<file path="config.mk">
export PLATFORM = sky130hd
export DESIGN_NAME = vout_setpoint_dvs_mode_ctrl
export DESIGN_NICKNAME = d
export VERILOG_FILES = /design/src/verilog/vout_ctrl_pkg.sv /design/src/verilog/vout_setpoint_dvs_mode_ctrl.sv
export VERILOG_INCLUDE_DIRS = /design/src /design/src/verilog
export SDC_FILE = /design/constraint.sdc
export NUM_CORES = 1
export LEC_CHECK = 0
export BUFFER_PORTS_ARGS = -buffer_cell sky130_fd_sc_hd__buf_4
export CAP_MARGIN = 40
export CORE_ASPECT_RATIO = 1.4
export CORE_MARGIN = 4
export CORE_UTILIZATION = 55
export DETAILED_ROUTE_END_ITERATION = 10
export PLACE_DENSITY = 0.74
export SYNTH_ARGS = -nofsm -noshare
export SYNTH_HDL_FRONTEND = slang
export SYNTH_SLANG_ARGS = --single-unit
</file>
<file path="constraint.sdc">
create_clock -name clk_sys_i -period 13.3 [get_ports clk_sys_i]
set_clock_uncertainty 0.05 [all_clocks]
set_input_delay 0 -clock clk_sys_i [delete_from_list [all_inputs] [get_ports clk_sys_i]]
set_output_delay 0 -clock clk_sys_i [all_outputs]
set_load 0.03 [all_outputs]
</file>
<file path="src/verilog/vout_ctrl_map.svh">
// Purpose: named constants for the output setpoint and scaling control
// Assumes: 100 MHz system clock
// Notes: times are given in ns, cycle counts derive from them
`ifndef VOUT_CTRL_MAP_SVH
`define VOUT_CTRL_MAP_SVH
`define CLK_PERIOD_NS 10
`define RANGE_1P25 2'h0
`define RANGE_2P5 2'h1
`define RANGE_5 2'h2
`define RANGE_10 2'h3
`define RANGE_DEFAULT 2'h2
`define BASE_LOW_UV 22'h061a80
`define BASE_HIGH_UV 22'h0c3500
`define STEP_1P25_UV 22'h0004e2
`define STEP_2P5_UV 22'h0009c4
`define STEP_5_UV 22'h001388
`define STEP_10_UV 22'h002710
`define STRAP_GND 2'h0
`define STRAP_LOW_PD 2'h1
`define STRAP_HIGH_PU 2'h2
`define STRAP_SUPPLY 2'h3
`define CODE_GND 8'h46
`define CODE_LOW_PD 8'h5a
`define CODE_HIGH_PU 8'h78
`define CODE_SUPPLY 8'h5f
`define CODE_RESET 8'h00
`define SS_DEFAULT 2'h1
`define RAMP_DEFAULT 2'h0
`define STEP_0P5US_NS 500
`define STEP_1US_NS 1000
`define STEP_5US_NS 5000
`define STEP_10US_NS 10000
`define STEP_0P5US_CYC (`STEP_0P5US_NS / `CLK_PERIOD_NS)
`define STEP_1US_CYC (`STEP_1US_NS / `CLK_PERIOD_NS)
`define STEP_5US_CYC (`STEP_5US_NS / `CLK_PERIOD_NS)
`define STEP_10US_CYC (`STEP_10US_NS / `CLK_PERIOD_NS)
`define SS_500US_NS 500000
`define SS_1MS_NS 1000000
`define SS_2MS_NS 2000000
`define SS_4MS_NS 4000000
`define SS_500US_CYC (`SS_500US_NS / `CLK_PERIOD_NS)
`define SS_1MS_CYC (`SS_1MS_NS / `CLK_PERIOD_NS)
`define SS_2MS_CYC (`SS_2MS_NS / `CLK_PERIOD_NS)
`define SS_4MS_CYC (`SS_4MS_NS / `CLK_PERIOD_NS)
`endif

</file>
<file path="src/verilog/vout_ctrl_pkg.sv">
// Purpose: types for the output setpoint and scaling control
// Assumes: nothing
// Notes: state codes left to the tool
package vout_ctrl_pkg;
  typedef enum logic [1:0] {ST_OFF, ST_SOFT, ST_ON} conv_state_t;
endpackage

</file>
<file path="src/verilog/vout_setpoint_dvs_mode_ctrl.sv">
// Purpose: setpoint, range, soft start, voltage scaling and mode select
// Assumes: all inputs synchronous to clk_sys_i; strap already sensed
// Notes: config values are pended and applied only when no ramp runs
// Function
// - range select 00/01/10 give 0.4 V base with 1.25/2.5/5 mV, 11 gives 0.8 V/10 mV
// - range select holds code 10 after initialization
// - new range used only after a following setpoint register write
// - target voltage is base plus code times step of the active range
// - init loads default code from strap: 46, 5a, 78, 5f
// - sensed strap state also selects the I2C target address
// - setpoint, range and soft-start values deferred until soft start completes
// - soft start ramps to captured code, then ramps to newer code
// - values written while enable is low are used on next enable
// - configuration writes during any ramp wait until the ramp finishes
// - reference moves stepwise toward a new code, up or down
// - ramp rate field gives step period 0.5, 1, 5 or 10 us
// - static high mode pin forces continuous switching, low selects power save unless bit, valid sync or secondary forces continuous
// - valid sync clock aligns switching and forces continuous switching
// - forced continuous is mode pin OR force-continuous bit OR valid sync OR secondary
// - stacked secondary takes mode pin as its switching clock
// - variants without I2C keep range fixed at 0.4 V to 1.675 V
// - soft start duration field selects 500 us, 1, 2 or 4 ms, default 1 ms
// - pin low, bit clear, no valid sync and not secondary selects power save, bit set forces continuous
`timescale 1ns/1ps
`include "vout_ctrl_map.svh"
`default_nettype none
module vout_setpoint_dvs_mode_ctrl
  import vout_ctrl_pkg::*;
#(
  parameter int SS_500US_CYC = `SS_500US_CYC,
  parameter int SS_1MS_CYC = `SS_1MS_CYC,
  parameter int SS_2MS_CYC = `SS_2MS_CYC,
  parameter int SS_4MS_CYC = `SS_4MS_CYC
)
(
  input wire logic clk_sys_i,
  input wire logic rstn_i,
  input wire logic init_i,
  input wire logic [1:0] voltage_select_strap_i,
  input wire logic i2c_variant_i,
  input wire logic enable_i,
  input wire logic cfg_wr_i,
  input wire logic [1:0] range_select_i,
  input wire logic [1:0] soft_start_duration_i,
  input wire logic [1:0] scaling_ramp_rate_i,
  input wire logic force_continuous_bit_i,
  input wire logic setpoint_wr_i,
  input wire logic [7:0] setpoint_code_i,
  input wire logic mode_sync_i,
  input wire logic sync_valid_i,
  input wire logic secondary_i,
  output logic init_done_o,
  output logic [1:0] i2c_addr_sel_o,
  output logic [1:0] active_range_o,
  output logic [7:0] target_code_o,
  output logic [7:0] ref_code_o,
  output logic [21:0] target_uv_o,
  output logic [21:0] ref_uv_o,
  output logic soft_start_o,
  output logic ramping_o,
  output logic forced_continuous_switching_o,
  output logic power_save_operation_o,
  output logic sync_align_o,
  output logic ext_clock_input_o
);

  conv_state_t state_reg, state_next;
  logic init_done_reg;
  logic [1:0] strap_reg;
  logic [1:0] pend_range_reg, armed_range_reg, range_reg;
  logic [7:0] pend_code_reg, code_reg, ref_reg, ref_next;
  logic [1:0] pend_ss_reg, ss_reg, pend_ramp_reg, ramp_reg;
  logic [9:0] step_cnt_reg, step_cnt_next;
  logic [18:0] ss_cnt_reg, ss_cnt_next;
  logic fccm_reg, align_reg, extclk_reg;
  logic [21:0] tgt_uv_reg, ref_uv_reg;

  // decode of the step period and soft start length
  wire [9:0] step_period =
    (ramp_reg == 2'h0) ? 10'(`STEP_0P5US_CYC) :
    (ramp_reg == 2'h1) ? 10'(`STEP_1US_CYC) :
    (ramp_reg == 2'h2) ? 10'(`STEP_5US_CYC) : 10'(`STEP_10US_CYC);
  wire [18:0] ss_period =
    (ss_reg == 2'h0) ? 19'(SS_500US_CYC) :
    (ss_reg == 2'h1) ? 19'(SS_1MS_CYC) :
    (ss_reg == 2'h2) ? 19'(SS_2MS_CYC) : 19'(SS_4MS_CYC);

  wire [7:0] strap_code =
    (strap_reg == `STRAP_GND) ? `CODE_GND :
    (strap_reg == `STRAP_LOW_PD) ? `CODE_LOW_PD :
    (strap_reg == `STRAP_HIGH_PU) ? `CODE_HIGH_PU : `CODE_SUPPLY;
  wire [7:0] init_code =
    (voltage_select_strap_i == `STRAP_GND) ? `CODE_GND :
    (voltage_select_strap_i == `STRAP_LOW_PD) ? `CODE_LOW_PD :
    (voltage_select_strap_i == `STRAP_HIGH_PU) ? `CODE_HIGH_PU : `CODE_SUPPLY;

  wire ramping = (state_reg == ST_ON) && (ref_reg != code_reg);
  // off: values apply freely, also on the enabling edge, so a write just before enable is not lost
  wire apply_ok = (state_reg == ST_OFF) || ((state_reg == ST_ON) && !ramping);
  wire step_due = ramping && (step_cnt_reg == step_period - 10'h001);
  wire ss_done = (state_reg == ST_SOFT) && (ss_cnt_reg == ss_period - 19'h00001);
  // a range write alone is never used; a setpoint write arms it
  wire [1:0] range_for_arm = cfg_wr_i ? range_select_i : pend_range_reg;
  wire [1:0] range_apply = i2c_variant_i ? armed_range_reg : `RANGE_DEFAULT;

  always_comb
  begin
    state_next = state_reg;
    ss_cnt_next = 19'h00000;
    ref_next = ref_reg;
    step_cnt_next = 10'h000;
    case (state_reg)
      ST_OFF:
      begin
        ref_next = `CODE_RESET;
        if (enable_i && init_done_reg)
        begin
          state_next = ST_SOFT;
          ref_next = init_i ? init_code : pend_code_reg;
        end
      end
      ST_SOFT:
      begin
        ss_cnt_next = ss_cnt_reg + 19'h00001;
        if (ss_done)
          state_next = ST_ON;
        if (!enable_i)
          state_next = ST_OFF;
      end
      ST_ON:
      begin
        if (ramping)
          step_cnt_next = step_due ? 10'h000 : step_cnt_reg + 10'h001;
        if (step_due)
          ref_next = (code_reg > ref_reg) ? ref_reg + 8'h01 : ref_reg - 8'h01;
        if (!enable_i)
          state_next = ST_OFF;
      end
      default:
        state_next = ST_OFF;
    endcase
  end

  always_ff @(posedge clk_sys_i or negedge rstn_i)
  begin
    if (!rstn_i)
    begin
      state_reg <= ST_OFF;
      ss_cnt_reg <= 19'h00000;
      step_cnt_reg <= 10'h000;
      ref_reg <= `CODE_RESET;
    end
    else
    begin
      state_reg <= state_next;
      ss_cnt_reg <= ss_cnt_next;
      step_cnt_reg <= step_cnt_next;
      ref_reg <= ref_next;
    end
  end

  // strap and defaults are caught on the init pulse, not at reset
  always_ff @(posedge clk_sys_i or negedge rstn_i)
  begin
    if (!rstn_i)
    begin
      init_done_reg <= 1'b0;
      strap_reg <= `STRAP_GND;
      pend_range_reg <= `RANGE_DEFAULT;
      armed_range_reg <= `RANGE_DEFAULT;
      pend_code_reg <= `CODE_RESET;
      pend_ss_reg <= `SS_DEFAULT;
      pend_ramp_reg <= `RAMP_DEFAULT;
    end
    else if (init_i)
    begin
      init_done_reg <= 1'b1;
      strap_reg <= voltage_select_strap_i;
      pend_range_reg <= `RANGE_DEFAULT;
      armed_range_reg <= `RANGE_DEFAULT;
      pend_code_reg <= init_code;
      pend_ss_reg <= `SS_DEFAULT;
      pend_ramp_reg <= `RAMP_DEFAULT;
    end
    else
    begin
      if (cfg_wr_i)
      begin
        pend_range_reg <= range_select_i;
        pend_ss_reg <= soft_start_duration_i;
        pend_ramp_reg <= scaling_ramp_rate_i;
      end
      if (setpoint_wr_i)
      begin
        pend_code_reg <= setpoint_code_i;
        armed_range_reg <= range_for_arm;
      end
    end
  end

  always_ff @(posedge clk_sys_i or negedge rstn_i)
  begin
    if (!rstn_i)
    begin
      range_reg <= `RANGE_DEFAULT;
      code_reg <= `CODE_RESET;
      ss_reg <= `SS_DEFAULT;
      ramp_reg <= `RAMP_DEFAULT;
    end
    else if (init_i)
    begin
      range_reg <= `RANGE_DEFAULT;
      code_reg <= init_code;
      ss_reg <= `SS_DEFAULT;
      ramp_reg <= `RAMP_DEFAULT;
    end
    else if (apply_ok)
    begin
      range_reg <= range_apply;
      code_reg <= pend_code_reg;
      ss_reg <= pend_ss_reg;
      ramp_reg <= pend_ramp_reg;
    end
    else if (!i2c_variant_i)
      range_reg <= `RANGE_DEFAULT;
  end

  // voltage of a code in microvolts
  function automatic logic [21:0] code_uv(input logic [1:0] rng, input logic [7:0] code);
    logic [21:0] step;
    logic [21:0] base;
    step = (rng == `RANGE_1P25) ? `STEP_1P25_UV :
           (rng == `RANGE_2P5) ? `STEP_2P5_UV :
           (rng == `RANGE_5) ? `STEP_5_UV : `STEP_10_UV;
    base = (rng == `RANGE_10) ? `BASE_HIGH_UV : `BASE_LOW_UV;
    code_uv = base + 22'(step * {14'h0000, code});
  endfunction

  // mode pin level is only meaningful without a sync clock
  wire fccm_next = mode_sync_i || force_continuous_bit_i || sync_valid_i || secondary_i;

  always_ff @(posedge clk_sys_i or negedge rstn_i)
  begin
    if (!rstn_i)
    begin
      fccm_reg <= 1'b0;
      align_reg <= 1'b0;
      extclk_reg <= 1'b0;
      tgt_uv_reg <= `BASE_LOW_UV;
      ref_uv_reg <= `BASE_LOW_UV;
    end
    else
    begin
      fccm_reg <= fccm_next;
      align_reg <= sync_valid_i || secondary_i;
      extclk_reg <= secondary_i;
      tgt_uv_reg <= code_uv(range_reg, code_reg);
      ref_uv_reg <= code_uv(range_reg, ref_reg);
    end
  end

  assign init_done_o = init_done_reg;
  assign i2c_addr_sel_o = strap_reg;
  assign active_range_o = range_reg;
  assign target_code_o = code_reg;
  assign ref_code_o = ref_reg;
  assign target_uv_o = tgt_uv_reg;
  assign ref_uv_o = ref_uv_reg;
  assign soft_start_o = (state_reg == ST_SOFT);
  assign ramping_o = ramping;
  assign forced_continuous_switching_o = fccm_reg;
  assign power_save_operation_o = !fccm_reg;
  assign sync_align_o = align_reg;
  assign ext_clock_input_o = extclk_reg;

  chk_init_range: assert property (@(posedge clk_sys_i) disable iff (!rstn_i)
    init_i |=> active_range_o == `RANGE_DEFAULT)
    else $error("range not default after init");
  chk_strap_code: assert property (@(posedge clk_sys_i) disable iff (!rstn_i)
    init_i |=> (target_code_o == strap_code) && (i2c_addr_sel_o == $past(voltage_select_strap_i)))
    else $error("strap default code or address wrong");
  chk_range_armed: assert property (@(posedge clk_sys_i) disable iff (!rstn_i)
    ($changed(active_range_o) && !$past(init_i) && $past(i2c_variant_i)) |-> active_range_o == $past(armed_range_reg))
    else $error("range used without setpoint write");
  chk_ss_frozen: assert property (@(posedge clk_sys_i) disable iff (!rstn_i)
    (soft_start_o && $past(soft_start_o) && !$past(init_i)) |-> $stable(target_code_o) && $stable(ref_code_o))
    else $error("values changed during soft start");
  chk_ramp_hold: assert property (@(posedge clk_sys_i) disable iff (!rstn_i)
    ($past(ramping) && !$past(init_i)) |-> $stable(target_code_o) && $stable(active_range_o))
    else $error("config applied during ramp");
  chk_step_unit: assert property (@(posedge clk_sys_i) disable iff (!rstn_i)
    ($past(state_reg == ST_ON) && state_reg == ST_ON && $changed(ref_code_o)) |->
      (ref_code_o == $past(ref_code_o) + 8'h01) || (ref_code_o == $past(ref_code_o) - 8'h01))
    else $error("reference jumped");
  chk_step_bound: assert property (@(posedge clk_sys_i) disable iff (!rstn_i)
    ramping |-> step_cnt_reg < step_period)
    else $error("step counter past period");
  chk_step_hold: assert property (@(posedge clk_sys_i) disable iff (!rstn_i)
    (ramping && step_cnt_reg != step_period - 10'h001 && enable_i) |=> $stable(ref_code_o))
    else $error("reference stepped early");
  chk_ss_length: assert property (@(posedge clk_sys_i) disable iff (!rstn_i)
    ($past(soft_start_o) && state_reg == ST_ON) |-> $past(ss_cnt_reg) == $past(ss_period) - 19'h00001)
    else $error("soft start length wrong");
  chk_mode_or: assert property (@(posedge clk_sys_i) disable iff (!rstn_i)
    (!mode_sync_i && !force_continuous_bit_i && !sync_valid_i && !secondary_i) |=> power_save_operation_o)
    else $error("power save not selected");
  chk_fixed_range: assert property (@(posedge clk_sys_i) disable iff (!rstn_i)
    !i2c_variant_i |=> active_range_o == `RANGE_DEFAULT)
    else $error("range not fixed without i2c");

  cov_ss_done: cover property (@(posedge clk_sys_i) disable iff (!rstn_i) soft_start_o ##1 (state_reg == ST_ON));
  cov_ramp_up: cover property (@(posedge clk_sys_i) disable iff (!rstn_i) ramping && (code_reg > ref_reg));
  cov_ramp_down: cover property (@(posedge clk_sys_i) disable iff (!rstn_i) ramping && (code_reg < ref_reg));
  cov_wr_in_ss: cover property (@(posedge clk_sys_i) disable iff (!rstn_i) soft_start_o && setpoint_wr_i);

endmodule // vout_setpoint_dvs_mode_ctrl
`default_nettype wire
</file>
==> flow_summary.toml, run 1 <==
[place]
dp_slack_ns = 6.96
placedCellCount = 1666
hpwl_mm = 22.1
port_buffers = 95
gp_congestion = 0.917

[timing]
hold_viol = 0
post-route-period-util_pct = 47.7
rsz0062_at_grt = "false"
fin_setup_tns_ns = 0
slew_violations = 0
setup_viol = 0
worst_pin_slew_ns = 0.853
fin_ws_ns = 6.95
period_needed_ns = 6.35
slew_headroom_pct = 42.9
max_freq_ghz = 0.158

[clock_network]
clock_latency_ns = 0.45
htreeDepth = 4
clock-sinks = 117
root_buffer = "clkbuf_16"
postCtsSetupBuffers = 0
cts_tree = "built"
cts_buffers = 17
path_clk_slew_ns = 0.06
max-clock-path-buffers = 2

[synth]
ys_seq_area_share_pct = 24.2
netlist_area_sq_um = 12200
synth_cell_types = 67
syn_inst = 1299
synth-edff-count = 0
synthSimpleGateAreaFrac_pct = 15.1
synth_top_family_by_area = "adder cells"
synth-async-reset-ratio_pct = 100
synth_mux_area_share_pct = 2.20
ys.flop_type = "dfrtp_1"
syn_avg_cell_area_sq_um = 9.37
synthAdderAreaFrac_pct = 36.6
synth_seq_cells = 117
ys_warn_count = 0
synth_xor_xnor_area_share_pct = 3.89
synth_compound_gate_area_share_pct = 8.26

[drt]
vias = 9287
routed_wl_mm = 28.3
drt_iter0_drc = 479
vias_per_cell = 5.33
drtPass1Iterations = 5
wl_per_cell_microns = 16.3
ant_nets = 0
drc = 0

[critical_path]
crit_path_end_kind = "flop"
critPathArrivalTime_ns = 6.66
slowest_stage = "nor2_1"
cp.required_ns = 13.61
crit_chain = "inv_1 -> ha_1 -> nor2_1 -> nand2_1 -> fa_1 -> inv_1 -> fa_1 -> fa_1 -> inv_1 -> fa_1 -> inv_1 -> ha_1 -> and3_1 -> a221o_2 -> o41ai_4 -> nand2_2 -> a2111oi_2 -> xnor2_1"
cpPeakStageDelay_ns = 0.78
critPathLaunchType = "flop"
crit_type = "reg2reg"
critPathMaxFanout = 23

[cells_and_area]
multi_input_area_sq_um = 8060
num-fill-cells = 1782
finalNonFillerCells = 1742
antenna-diode-count = 0
drive_above_1_share_pct = 11.7
area_delta_synth_final_pct = 16.9
layout.nets = 1726
regArea_sq_um = 2950

[global_route]
grt_pass1_vias = 9581
grt_use_total_pct = 24.2
grt_max_degree = 48
antenna_found_initial = 0
grt-ovfl-total = 0
grt_pass1_wl_mm = 47.1

[die]
dieArea_sq_um = 24600
dieHeight_microns = 184
rows = 64
coreArea_sq_um = 21800
io_pins = 98
initial_utilization_pct = 55.9
chipWidth_microns = 134

[run_status]
status = "finished, final reports clean"

[flow_run]
max_cap_violations = 0

[hold_path]
hp-class = "in2async"
[repair_timing]
item | in CTS | in global routing
hold buffers | 44 | 0
hold endpoints to repair | 75 | 0
gates resized for setup | 0 | 0
endpoints found under the setup margin | 0 | 0
[cell type report]
cell class                 count  area share (%)
clock buffer                  20            3.14
sequential                   117            20.7
timing repair buffer         144            8.56
tap                          297            2.61
inverter                     278            7.33
multi-input combinational    874            56.6
clock inverter                12            1.01
[per-stage QoR]
step | cell area, sq um | hold slack, ns | utilization [%]
final | 14200 | 0.0362 | 65.3
after global routing | 14200 | 0.0981 | 65.3
after detailed placement | 13200 | -0.0192 | 60.6
after CTS | 14200 | 0.0171 | 65.3
after floorplan | 12200 | -0.346 | -
after global placement | 13200 | -0.0265 | 60.4
[final timing paths]
path	startpoint	endpoint	slack [ns]	cells past startpoint
worst min-delay path	rstn_i	ref_uv_o[8]	0.04	2
max in group asynchronous	rstn_i	active_range_o[1]	12.03	4
worst min register to register	ss_cnt_reg[0]	ss_cnt_reg[0]	0.44	1
worst max register to register	active_range_o[1]	target_uv_o[20]	6.95	18
min in group clk_sys_i	cfg_wr_i	armed_range_reg[1]	0.06	5
worst max-delay path	active_range_o[1]	target_uv_o[20]	6.95	18
[placed cells by master, fill, tap and decap left out, drive strengths merged, types with 4 or more instances in the layout]
master	count
or2	7
mux2i	20
a21oi	43
nor3	13
clkinv	4
a2111oi	4
nand3	22
buf	100
xnor2	30
nand4	7
nor2	107
inv	281
o21ai	28
o211ai	6
mux2	6
fa	149
a31oi	6
a211oi	8
dlygate4sd3	44
nand2b	26
or3	6
and2	44
dfstp	17
nand2	95
xor2	24
ha	118
nor2b	25
o21bai	4
dfrtp	100
and3	13
clkbuf	20
a21o	9
o311ai	4
[cell families after synthesis]
logic type	count (synthesis)
AOI/OAI and AO/OA	148
xor gates and xnor gates	54
adders and majority gates	267
buffers and inverters	309
DFF	117
muxes	26
other	1
and+or+nand+nor	377
[routing by layer]
layer | vias to the layer above | wire length [microns] | part of all wire [%] | track usage [%]
li1 | 4356 | - | - | -
met1 | 4603 | 11100 | 39 | 28.8
met2 | 268 | 14900 | 53 | 43.3
met3 | 60 | 1400 | 4.9 | 4.33
met4 | 0 | 894 | 3.2 | 9.55
met5 | - | 0 | 0 | 0
[critical path: cells and delay by family (launching register included)]
kind	cells	cell delay, ns
adder cells (fa/ha/maj)	6	2.85
AND/OR/NAND/NOR	4	1.24
AO/OA/AOI/OAI	3	1.14
flip-flops	1	0.57
buffers and inverters	4	0.27
XOR/XNOR	1	0.15
[synth_stat cells, drive strengths merged (9+ instances only)]
cell type / count / area (sq um)
inv: 277 / 1040
fa: 149 / 2980
ha: 118 / 1480
nor2: 107 / 402
dfrtp: 100 / 2500
nand2: 95 / 359
and2: 44 / 275
a21oi: 43 / 215
xnor2: 30 / 263
o21ai: 28 / 140
nand2b: 26 / 163
clkbuf: 25 / 93.8
nor2b: 25 / 156
xor2: 24 / 210
nand3: 22 / 110
mux2i: 20 / 200
dfstp: 17 / 447
and3: 13 / 82.6
nor3: 13 / 65.1
a21o: 9 / 67.6
Power of run 1 is left out: the tool's default activity adds up to more than one toggle a clock period on the data nets, which glitch-free logic cannot reach.
==> inputs of run 2 (changes only) <==
Settings changed: PLACE_DENSITY 0.74 to 0.77.
Clock period 13.3 ns to 5.7 ns, I/O delays scaled along.
==> run 2 against run 1 <==
Against the previous run:
- critical path depth did not move
- die area did not move
- core utilization rose by 0.88 points
- worst setup slack got worse by 6.7 ns
- largest cell class unchanged
- count of clock-buffer cells in the layout did not move
- cell count rose by 0.86%
- fmax rose by 16%
- highest routed layer unchanged
- first-iteration DRC count fell by 14%
- global-route usage rose by 1.5 points
- sequential cell count did not move
- register-to-register slack got worse by 6.7 ns
==> flow_summary.toml, run 2 (synthesized netlist as in run 1, its figures left out) <==
[critical_path]
cp.required_ns = 6.00
crit_path_end_kind = "flop"
critPathMaxFanout = 10
reg2regPathDepth = 18
r2r_start = "active_range_o[1]"
r2r_end = "target_uv_o[20]"
critPathLaunchType = "flop"
critPathArrivalTime_ns = 5.79
r2r_slack_ns = 0.22
crit_type = "reg2reg"

[die]
dieHeight_microns = 184
dieArea_sq_um = 24600
chipWidth_microns = 134
rows = 64
coreArea_sq_um = 21800
initial_utilization_pct = 55.9
io_pins = 98

[timing]
post-route-period-util_pct = 96.2
setup_viol = 0
holdWs_ns = 0.0251
slew_headroom_pct = 47.9
hold_viol = 0
max_freq_ghz = 0.182
worst_pin_slew_ns = 0.782
slew_violations = 0
period_needed_ns = 5.48

[cells_and_area]
layout_common_cells = "inv_1 (275), fa_1 (149), buf_4 (115)"
final_common_cell = "inv_1"
num-fill-cells = 1719
area_delta_synth_final_pct = 18.5
layout.nets = 1741
antenna-diode-count = 0
drive_above_1_share_pct = 13.6

[place]
gp_congestion = 0.996
hpwl_mm = 22.8
port_buffers = 95

[clock_network]
htreeDepth = 4
clock_latency_ns = 0.44
clock-sinks = 117
root_buffer = "clkbuf_16"
cts_buffers = 17
path_clk_slew_ns = 0.06
max-clock-path-buffers = 2
cts_tree = "built"

[drt]
wl_met3_mm = 1.74
dr.max_layer_used = "met4"
drt_iter0_drc = 413
wl_per_cell_microns = 16.9
wl_met1_mm = 11.2
wl_met2_mm = 15.9
drc = 0
routed_wl_mm = 29.8
vias_per_cell = 5.29
ant_nets = 0
vias = 9289
drtPass1Iterations = 5

[global_route]
grt_pass1_wl_mm = 49.6
grt_pass1_vias = 9914
grt_max_degree = 63
antenna_found_initial = 0
grt-ovfl-total = 0
grt_use_total_pct = 25.7

[hold_path]
hp-class = "in2async"

[flow_run]
max_cap_violations = 0

[run_status]
status = "finished, final reports clean"
-- run 2: cell count changes in the layout (fill, tap and decap cells not counted), moves of 2 or more --
cell / before / now
clkbuf_1: 2 / 0
ha_1: 118 / 112
buf_4: 98 / 115
ha_4: 0 / 3
inv_1: 277 / 275
ha_2: 0 / 3
clkbuf_8: 1 / 3
-- run 2: worst max-delay path: stages (launching register included) --
cell and delay, ns:
dfstp_2 0.59, inv_2 0.09, ha_2 0.24, and2_1 0.22, fa_1 0.55, inv_1 0.06
fa_1 0.54, inv_1 0.06, fa_1 0.53, inv_1 0.06, fa_1 0.52, inv_1 0.07
ha_4 0.26, and3_1 0.16, a221o_2 0.40, o41ai_4 0.39, nand2_2 0.13, a2111oi_4 0.32
xnor2_1 0.16
-- run 2: worst max path at each step --
stage / from / endpoint / slack (ns) / cells past startpoint
6_report: active_range_o[1] / target_uv_o[20] / 0.22 / 18
5_1_grt: active_range_o[1] / target_uv_o[20] / -0.003 / 19
4_1_cts: active_range_o[1] / target_uv_o[20] / 0.08 / 19
3_5_place_dp: active_range_o[1] / target_uv_o[20] / 0.008 / 18
3_3_place_gp: active_range_o[1] / target_uv_o[20] / 0.19 / 18
2_1_floorplan: active_range_o[1] / target_uv_o[20] / 0.12 / 17
-- run 2: metal layers --
metal / GRT usage (%) / vias to the layer above
met1: 30.3 / 4553
met5: 0 / -
met2: 45.9 / 285
li1: - / 4379
met4: 10.3 / 0
met3: 5.18 / 72
-- run 2: cell type report --
class	instances	area [sq um]	share of cell area, %
clock buffer	20	467	3.24
clock inverter	12	141	0.980
inverter	278	1050	7.26
multi-input combinational	874	8120	56.3
sequential	117	2950	20.5
tap	297	372	2.58
timing repair buffer	159	1320	9.16
-- run 2: per-stage QoR --
| step | area (sq um) | setup TNS (ns) | util [%] | cells | setup WS [ns] |
|---|---|---|---|---|---|
| finish | 14400 | 0 | 66.2 | 1757 | 0.216 |
| detailed placement | 13300 | 0 | 61.2 | 1682 | 0.00803 |
| CTS | 14400 | 0 | 66.0 | 1757 | 0.0768 |
| global route | 14400 | -0.00319 | 66.2 | 1757 | -0.00319 |
| global placement | 13300 | 0 | 61.1 | 1681 | 0.192 |
| floorplan | 12200 | 0 | - | 1300 | 0.118 |
-- run 2: what timing repair did --
action | in CTS | in global routing
gates resized for setup | 2 | 9
endpoints found under the hold margin | 87 | 0
hold buffers | 43 | 0
pin swaps | 0 | 2
endpoints found under the setup margin | 2 | 7
buffers inserted | 0 | 0
Power of run 2 is left out for the same reason.
==> inputs of run 3 (changes only) <==
--- a/constraint.sdc
+++ b/constraint.sdc
@@ -3,3 +3,3 @@
 set_input_delay 0 -clock clk_sys_i [delete_from_list [all_inputs] [get_ports clk_sys_i]]
 set_output_delay 0 -clock clk_sys_i [all_outputs]
-set_load 0.03 [all_outputs]
+set_load 0.05 [all_outputs]
==> run 3 against run 2 <==
Against the previous run:
- core utilization grew 0.18 points
- count of clock-buffer cells in the layout is the same
- global-route usage shrank 0.49 points
- sequential cell count is the same
- via count grew 1.8%
- worst hold slack gained 0.069 ns
- non-clock buffer count grew 6
- critical path depth grew 1
- routed wire length shrank 0.41%
==> flow_summary.toml, run 3 (synthesized netlist as in run 1, its figures left out) <==
[die]
coreArea_sq_um = 21800
chipWidth_microns = 134
dieArea_sq_um = 24600
dieHeight_microns = 184
io_pins = 98
rows = 64
initial_utilization_pct = 55.9

[timing]
post-route-period-util_pct = 96.5
slew_violations = 0
period_needed_ns = 5.50
slew_headroom_pct = 43.9
hold_viol = 0
worst_pin_slew_ns = 0.842
setup_viol = 0
fin_ws_ns = 0.200
max_freq_ghz = 0.182

[cells_and_area]
drive_above_1_share_pct = 13.8
layout.nets = 1747
area_delta_synth_final_pct = 18.8
num-fill-cells = 1689
final_common_cell = "inv_1"
layout_common_cells = "inv_1 (275), fa_1 (149), buf_4 (121)"
antenna-diode-count = 0

[critical_path]
r2r_slack_ns = 0.20
critPathLaunchType = "flop"
crit_type = "reg2reg"
cp_num_buf_inv = 5
crit_path_end_kind = "flop"
cp_top_family = "adder cells"
critPathArrivalTime_ns = 5.80
cp.required_ns = 6.00
cpPeakStageDelay_ns = 0.57
crit_path_frequent_cell = "fa_1"
slowest_stage = "dfstp_2"
critPathMaxFanout = 7
crit_chain = "inv_2 -> ha_1 -> nor2_1 -> buf_4 -> nand2_1 -> fa_1 -> inv_1 -> fa_1 -> fa_1 -> inv_1 -> fa_1 -> inv_1 -> ha_1 -> and3_1 -> a221o_2 -> o41ai_4 -> nand2_2 -> a2111oi_4 -> xnor2_1"

[global_route]
grt_use_met1_pct = 30.1
grt_use_met2_pct = 45.2
grt_busiest_layer = "met2"
grt_use_total_pct = 25.2
grt_max_degree = 67
grt.met3_usage_pct = 4.49
antenna_found_initial = 0
grt-ovfl-total = 0
grt_pass1_vias = 10000
grt_pass1_wl_mm = 49.4

[clock_network]
max-clock-path-buffers = 2
root_buffer = "clkbuf_16"
cts_tree = "built"
clock-sinks = 117
clock_latency_ns = 0.44
htreeDepth = 4
cts_buffers = 17
path_clk_slew_ns = 0.05

[drt]
drc = 0
ant_nets = 0
routed_wl_mm = 29.7
vias_per_cell = 5.36
wl_per_cell_microns = 16.8
vias = 9455
drt_iter0_drc = 629
drtPass1Iterations = 5

[place]
port_buffers = 95
gp_congestion = 0.971
dp_slack_ns = 0.0727
hpwl_mm = 22.3

[run_status]
status = "finished, final reports clean"

[hold_path]
hp-class = "in2reg"

[flow_run]
max_cap_violations = 0
==> run 3: per-stage QoR <==
step | TNS, ns | utilization (%) | instance area, sq um | cells | hold WS (ns)
final | 0 | 66.4 | 14500 | 1763 | 0.0946
after detailed placement | 0 | 61.0 | 13300 | 1679 | 0.0685
after CTS | 0 | 65.7 | 14300 | 1753 | 0.0530
after global placement | 0 | 61.0 | 13300 | 1679 | 0.0657
after global routing | -0.0194 | 66.4 | 14500 | 1763 | 0.183
after floorplan | 0 | - | 12200 | 1300 | -0.346
==> run 3: per-layer routing <==
layer	part of all wire, %	vias up
li1	-	4383
met1	39	4709
met2	53	290
met3	4.9	73
met4	3.4	0
met5	0	-
==> run 3: timing repair <==
item,4_1_cts,5_1_grt
hold buffers,42,0
gates resized for setup,0,13
endpoints found under the hold margin,84,0
buffers inserted,0,10
setup endpoints to repair,0,6
==> run 3: area by class of cell <==
type	instances	area [sq um]	area share [%]
clock inverter	12	154	1.06
inverter	278	1050	7.24
sequential	117	2950	20.4
timing repair buffer	165	1360	9.40
clock buffer	20	447	3.09
multi-input combinational	874	8130	56.2
tap	297	372	2.57
==> run 3: final timing paths <==
path | start | endpoint | cells after the start
worst max-delay path | active_range_o[1] | target_uv_o[20] | 19
worst min-delay path | cfg_wr_i | armed_range_reg[1] | 5
worst max register to register | active_range_o[1] | target_uv_o[20] | 19
worst min register to register | ss_cnt_reg[0] | ss_cnt_reg[0] | 1
max in group asynchronous | rstn_i | active_range_o[0] | 3
min in group asynchronous | rstn_i | ref_uv_o[1] | 2
==> run 3: worst min-delay path, stage by stage <==
cell	delay [ns]
buf_4	0.16
nand2b_1	0.12
nand3_1	0.09
nand2_1	0.09
o21ai_0	0.09
Power of run 3 is left out for the same reason.
